[src/rtl/ssh_pkg.sv]
// Constants for the suspend and management-interrupt handshake block.
// Assumes one system clock domain; no software-visible register map.
package ssh_pkg;
   // =========================================================
   // Timing
   localparam int CLK_PERIOD_NS = 100;
   // Cycles the core needs to drain its pipeline and bus cycles
   localparam int DRAIN_CYCLES  = 4;
   // Idle bits shifted out after each stop bit, before the next packet can load
   localparam int PKT_GAP       = 2;
   // =========================================================
   // Packet layout: start bit, status bits, stop bit
   localparam int PKT_DATA_W    = 8;
   localparam logic SER_IDLE    = 1'b1;
   localparam logic SER_START   = 1'b0;
   // Status field positions inside a packet
   localparam int ST_SMM_BIT    = 0;
   localparam int ST_SUSPEND_REQUEST_N_BIT   = 1;
   localparam int ST_HALT_BIT   = 2;
   localparam int ST_ALLCLK_BIT = 3;
   // Configuration reset values
   localparam logic PIN_EN_RST  = 1'b0;
   // =========================================================
   // Suspend sequencer states
   typedef enum logic [2:0] {
      SSH_RUN    = 3'b000,
      SSH_DRAIN  = 3'b001,
      SSH_SUSPEND_REQUEST_N   = 3'b010,
      SSH_RESUME = 3'b011
   } ssh_state_t;
endpackage : ssh_pkg

[src/rtl/ssh_suspend_smi.sv]
// Suspend request/acknowledge sequencer, management-interrupt entry
// and status packet source. Assumes all inputs synchronous to sys_clk
// and a core that reports instruction and bus-cycle completion.
`timescale 1ns/1ps
// Summary of operation
// - Low management interrupt level holds the core in protected handler mode.
// - Suspend waits for current instruction, decoded ones and their bus cycles.
// - Suspend request ignored after reset until the pin enable bit is set.
// - Acknowledge asserted once suspended, by request pin or by HALT.
// - Acknowledge floats after reset; driven only once pin enable is set.
// - Suspend stops core clocks only, or all clocks, as configured.
// - Serial packet output is a single wire timed by system clock.
// - Serial packets carry miscellaneous status for chipset handlers.
module ssh_suspend_smi
   import ssh_pkg::*;
#(
   parameter int DRAIN = DRAIN_CYCLES
)
(
   // Clock, reset, enable
   input  wire logic sys_clk,
   input  wire logic resetn,
   input  wire logic clk_en,
   // Configuration (second control register bits)
   input  wire logic suspend_pin_enable,
   input  wire logic stop_all_clocks,
   // System pins
   input  wire logic mgmt_interrupt_n,
   input  wire logic suspend_request_n,
   input  wire logic clocks_running,
   // Core status
   input  wire logic halt_exec,
   input  wire logic core_idle,
   // Outputs
   output logic      protected_handler_mode,
   output logic      suspend_ack_n,
   output logic      suspend_ack_oe,
   output logic      core_clk_stop,
   output logic      all_clk_stop,
   output logic      serial_packet_out
);
   localparam int DW = $clog2(DRAIN + 1);

   // =========================================================
   // Registers
   ssh_state_t   state_ff, nxt_state;
   logic [DW-1:0] drain_ff, nxt_drain;
   logic         halt_src_ff;
   logic         smm_ff, ack_n_ff, oe_ff, cstop_ff, astop_ff;
   logic [PKT_DATA_W-1:0] last_st_ff;
   logic         tx_busy;

   // =========================================================
   // Decode
   // Request gating
   wire req_act   = suspend_pin_enable && !suspend_request_n;
   wire suspend_request_n_trig = req_act || halt_exec;
   // Drain done when counted out and core idle
   wire drained   = (drain_ff == '0) && core_idle;
   wire wake_ok   = halt_src_ff ? (!halt_exec || req_act) : !req_act;

   always_comb
   begin
      nxt_state = state_ff;
      nxt_drain = drain_ff;
      case (state_ff)
         SSH_RUN:
            if (suspend_request_n_trig)
            begin
               nxt_state = SSH_DRAIN;
               nxt_drain = DW'(DRAIN);
            end
         SSH_DRAIN:
         begin
            if (drain_ff != '0)
               nxt_drain = drain_ff - DW'(1);
            if (drained)
               nxt_state = SSH_SUSPEND_REQUEST_N;
         end
         SSH_SUSPEND_REQUEST_N:
            if (wake_ok)
               nxt_state = SSH_RESUME;
         SSH_RESUME:
            if (clocks_running)
               nxt_state = SSH_RUN;
         default:
            nxt_state = SSH_RUN;
      endcase
   end

   wire in_suspend_request_n = (nxt_state == SSH_SUSPEND_REQUEST_N);

   wire [PKT_DATA_W-1:0] status_w = PKT_DATA_W'({stop_all_clocks, halt_src_ff,
                                                  in_suspend_request_n, !mgmt_interrupt_n});
   wire send_pkt = (status_w != last_st_ff) && !tx_busy;

   always_ff @(posedge sys_clk or negedge resetn)
   begin
      if (!resetn)
      begin
         state_ff    <= SSH_RUN;
         drain_ff    <= '0;
         halt_src_ff <= 1'b0;
         smm_ff      <= 1'b0;
         ack_n_ff    <= 1'b1;
         oe_ff       <= PIN_EN_RST;
         cstop_ff    <= 1'b0;
         astop_ff    <= 1'b0;
         last_st_ff  <= '0;
      end
      else if (clk_en)
      begin
         state_ff <= nxt_state;
         drain_ff <= nxt_drain;
         if (state_ff == SSH_RUN)
            halt_src_ff <= halt_exec && !req_act;
         smm_ff   <= !mgmt_interrupt_n;
         ack_n_ff <= !in_suspend_request_n;
         oe_ff    <= suspend_pin_enable;
         cstop_ff <= in_suspend_request_n;
         astop_ff <= in_suspend_request_n && stop_all_clocks;
         if (send_pkt)
            last_st_ff <= status_w;
      end
   end

   assign protected_handler_mode = smm_ff;
   assign suspend_ack_n          = ack_n_ff;
   assign suspend_ack_oe         = oe_ff;
   assign core_clk_stop          = cstop_ff;
   assign all_clk_stop           = astop_ff;

   ssh_serial_tx #(.DATA_W(PKT_DATA_W)) u_tx (
      .sys_clk (sys_clk),
      .resetn  (resetn),
      .clk_en  (clk_en),
      .send    (send_pkt),
      .data    (status_w),
      .busy    (tx_busy),
      .ser_ff  (serial_packet_out)
   );
endmodule : ssh_suspend_smi

[src/rtl/ssh_serial_tx.sv]
// Single-wire status packet transmitter.
// Assumes send is a one-cycle pulse; it is dropped while busy is high.
`timescale 1ns/1ps
module ssh_serial_tx
   import ssh_pkg::*;
#(
   parameter int DATA_W = PKT_DATA_W
)
(
   // Clock and reset
   input  wire logic              sys_clk,
   input  wire logic              resetn,
   input  wire logic              clk_en,
   // Packet request
   input  wire logic              send,
   input  wire logic [DATA_W-1:0] data,
   output logic                   busy,
   // Serial wire
   output logic                   ser_ff
);
   localparam int FRAME = DATA_W + 2 + PKT_GAP;
   localparam int CW    = $clog2(FRAME + 1);

   logic [DATA_W+1:0] shift_ff;
   logic [CW-1:0]     cnt_ff;

   assign busy = (cnt_ff != '0);

   always_ff @(posedge sys_clk or negedge resetn)
   begin
      if (!resetn)
      begin
         shift_ff <= '1;
         cnt_ff   <= '0;
         ser_ff   <= 1'b1;
      end
      else if (clk_en)
      begin
         if (send && !busy)
         begin
            // Stop bit, data LSB first, start bit
            shift_ff <= {SER_IDLE, data, SER_START};
            cnt_ff   <= CW'(FRAME);
         end
         else if (busy)
         begin
            ser_ff   <= shift_ff[0];
            shift_ff <= {SER_IDLE, shift_ff[DATA_W+1:1]};
            cnt_ff   <= cnt_ff - CW'(1);
         end
         else
            ser_ff   <= SER_IDLE;
      end
   end
endmodule : ssh_serial_tx

[config.mk]
export PLATFORM = sky130hd
export DESIGN_NAME = ssh_suspend_smi
export DESIGN_NICKNAME = d
export VERILOG_FILES = /design/src/rtl/ssh_pkg.sv /design/src/rtl/ssh_suspend_smi.sv /design/src/rtl/ssh_serial_tx.sv
export SDC_FILE = /design/constraint.sdc
export NUM_CORES = 1
export LEC_CHECK = 0
export ABC_CLOCK_PERIOD_IN_PS = 2900
export BUFFER_PORTS_ARGS = -buffer_cell sky130_fd_sc_hd__buf_4
export CAP_MARGIN = 20
export CORE_MARGIN = 2
export CORE_UTILIZATION = 25
export CTS_CLUSTER_SIZE = 16
export DETAILED_ROUTE_END_ITERATION = 6
export PLACE_DENSITY = 0.4
export SLEW_MARGIN = 20
export SYNTH_ARGS = -nofsm -noshare
export SYNTH_HDL_FRONTEND = slang
export SYNTH_SLANG_ARGS = --single-unit
[constraint.sdc]
create_clock -name sys_clk -period 2.9 [get_ports sys_clk]
set_input_delay 0.58 -clock sys_clk [delete_from_list [all_inputs] [get_ports sys_clk]]
set_output_delay 0.58 -clock sys_clk [all_outputs]
set_load 0.005 [all_outputs]
==> out/results.ini <==
[clock_tree]
clockBufferDepth = 2
cts_sinks = 30
htreeDepth = 2
ctsHoldBuffers = 0
cts_tree = built
clk_latency_ps = 290
numCtsBuffers = 5
postCtsSetupBuffers = 0
cts_root_buf = clkbuf_8
cts.reportedPaths.clkPinSlew_ps = 70
cts_resized = 0

[synthesis]
syn_avg_cell_area_um2 = 10.2
synth.net_count = 177
yosysTopAreaCell = dfrtp_1
synth.most_common_cell = dfrtp_1
synth_area_um2 = 1670
synth-seq-cells = 30
synthTopCellsByCount = dfrtp_1 (19), nand2_1 (16), nor2_1 (14)
ys_seq_area_share_pct = 45.8
synth_area_leaders = dfrtp_1 (29%), dfstp_2 (17%), nand2_1 (3.6%)
synthCells = 164
synthFlopType = dfrtp_1
synth_top_area_share_pct = 28.5
synth.distinct_cells = 46
async_reset_ff_share_pct = 100
yosysWarnings = 0
synth_edf_count = 0

[power_and_ir_drop]
leakagePower_nw = 0.817
seqPwrFrac_pct = 40.4
swShare_pct = 35.6
power.share.clock_pct = 21.8
p_sw_mw = 0.689
power_frac_comb_pct = 37.8
total_power_mw = 1.94
p_int_mw = 1.25
pwr_density_cell_nw_per_um2 = 983
ir_drop_mv = 0.387

[final_layout]
fillers = 671
final_cell_area_um2 = 1970
nNetsFinal = 195
antenna_cells = 0
area_growth_pct = 18.1
layout-drive-gt1-share_pct = 28.4

[die]
io_pins = 16
chipWidth_um = 85.7
rows = 29
dieArea_um2 = 7340
start_util_pct = 26.1
core-area_um2 = 6390
dieHeight_um = 85.7

[critical_path]
crit_path_end_kind = flop
worstSetupPathType = flop to flop
crit_path_start_kind = flop
required_ps = 3060
arrival_ps = 2510
critPathMaxFanout = 4

[global_routing]
grt_pass1_wl_um = 6350
grt_max_degree = 32
grt_usage_pct = 10.9
antenna_found_initial = 0
gr-total-overflow = 0
grt_pass1_vias = 1321

[placement]
gp_congestion = 0.801
placed_cell_area_um2 = 1860
dp_hpwl_um = 2590
portBuffers = 15

[sta]
finalClockSkew_ps = 9.47
final-setup-viol-count = 0
tightestPinTransition_ps = 659
relSlewSlack_pct = 55.5
fmax_mhz = 426
hold_viol = 0
maxSlewViolCount = 0
rsz0062_at_grt = no
period_share_pct = 80.9
post-route-min-period_ps = 2350
finalSetupTns_ps = 0

[route]
drc = 0
viasPerCell = 5.07
drt-initial-drc-count = 94
drtAntennaViolNets = 0
routed_wl_um = 3750
dr.pass1.iters = 4
wire_per_inst_um = 14.4
via_count = 1318

[min_path]
hold_class = input port to async pin

[flow_run]
drv_cap = 0

[outcome]
status = completed

==> area by class of cell <==
cell class / count / area [um^2] / share of cell area, %
Inverter: 9 / 33.8 / 1.72
Timing Repair Buffer: 18 / 135 / 6.86
Tap cell: 77 / 96.3 / 4.89
Clock buffer: 5 / 68.8 / 3.49
Clock inverter: 3 / 40.0 / 2.03
Multi-Input combinational cell: 118 / 831 / 42.2
Sequential cell: 30 / 764 / 38.8
==> registers in the layout, summed over array words and instances (netlist names) <==
| name | count |
|---|---|
| halt_src_ff | 1 |
| all_clk_stop | 1 |
| suspend_ack_n | 1 |
| state_ff | 3 |
| last_st_ff | 4 |
| u_tx.cnt_ff | 4 |
| suspend_ack_oe | 1 |
| u_tx.ser_ff | 1 |
| drain_ff | 3 |
| core_clk_stop | 1 |
| protected_handler_mode | 1 |
| u_tx.shift_ff | 9 |
==> stage by stage <==
step                cells  utilization (%)  hold WS [ps]  setup WS [ps]
floorplan             164                -           284            362
global placement      252             29.1           461            445
detailed placement    252             29.1           481            423
CTS                   260             30.8           235            535
global route          260             30.8           235            358
finish                260             30.8           222            555
==> power by group through the flow <==
stage	combinational [mW]	sequential, mW	clock, mW
after floorplan	0.602	0.716	0
after global routing	0.825	0.807	0.457
final	0.731	0.782	0.423
after detailed placement	0.735	0.786	0
after CTS	0.741	0.780	0.438
after global placement	0.723	0.779	0
==> worst max-delay path, stage by stage, from the launching register on <==
cell       delay [ps]
dfrtp_1           380
inv_1              80
ha_1              160
and4b_1           240
o21ai_1           110
a2111oi_4         390
mux2i_1           290
nor2b_4           260
mux2_4            310
==> placed cells by master (no fill, tap or decap), drive strengths merged, types with 2 or more instances in the layout <==
| master | n |
|---|---|
| dfrtp | 19 |
| clkinv | 2 |
| nor2b | 7 |
| o221ai | 6 |
| buf | 18 |
| ha | 3 |
| nor2 | 15 |
| inv | 9 |
| o22ai | 4 |
| o21a | 2 |
| nand2 | 16 |
| xor2 | 2 |
| a221o | 4 |
| clkbuf | 5 |
| a21oi | 6 |
| or3 | 3 |
| mux2i | 4 |
| nor3 | 5 |
| nor3b | 2 |
| or2b | 2 |
| or3b | 2 |
| xnor2 | 2 |
| mux2 | 7 |
| a31oi | 5 |
| o21ai | 5 |
| nand3 | 5 |
| dfstp | 11 |
==> cell families after synthesis <==
family	synth area share [%]
and+or+nand+nor	19.3
AOI/OAI and AO/OA	18.4
DFF	45.8
buffers and inverters	4.35
muxes	7.80
xor gates and xnor gates	2.10
adders and majority gates	2.25
==> final timing paths <==
path,from,to,slack [ps],cells past startpoint
max,drain_ff[0]$_DFFE_PN0P_,last_st_ff[2]$_DFFE_PN0P_,550,8
min,resetn,u_tx.cnt_ff[3]$_DFFE_PN0P_,220,1
max reg2reg,drain_ff[0]$_DFFE_PN0P_,last_st_ff[2]$_DFFE_PN0P_,550,8
min reg2reg,drain_ff[1]$_DFFE_PN0P_,drain_ff[1]$_DFFE_PN0P_,490,2
max in group asynchronous,resetn,suspend_ack_n$_DFFE_PN1P_,2350,1
min in group sys_clk,drain_ff[1]$_DFFE_PN0P_,drain_ff[1]$_DFFE_PN0P_,490,2
==> routing by layer <==
layer | part of all wire (%) | GRT usage (%) | up-vias
met3 | 4.1 | 3.66 | 4
met2 | 50 | 17.8 | 36
met1 | 45 | 13.8 | 650
li1 | - | - | 628
met5 | 0 | 0 | -
met4 | 0.88 | 3.03 | 0
Power figures use the tool's default switching activity.
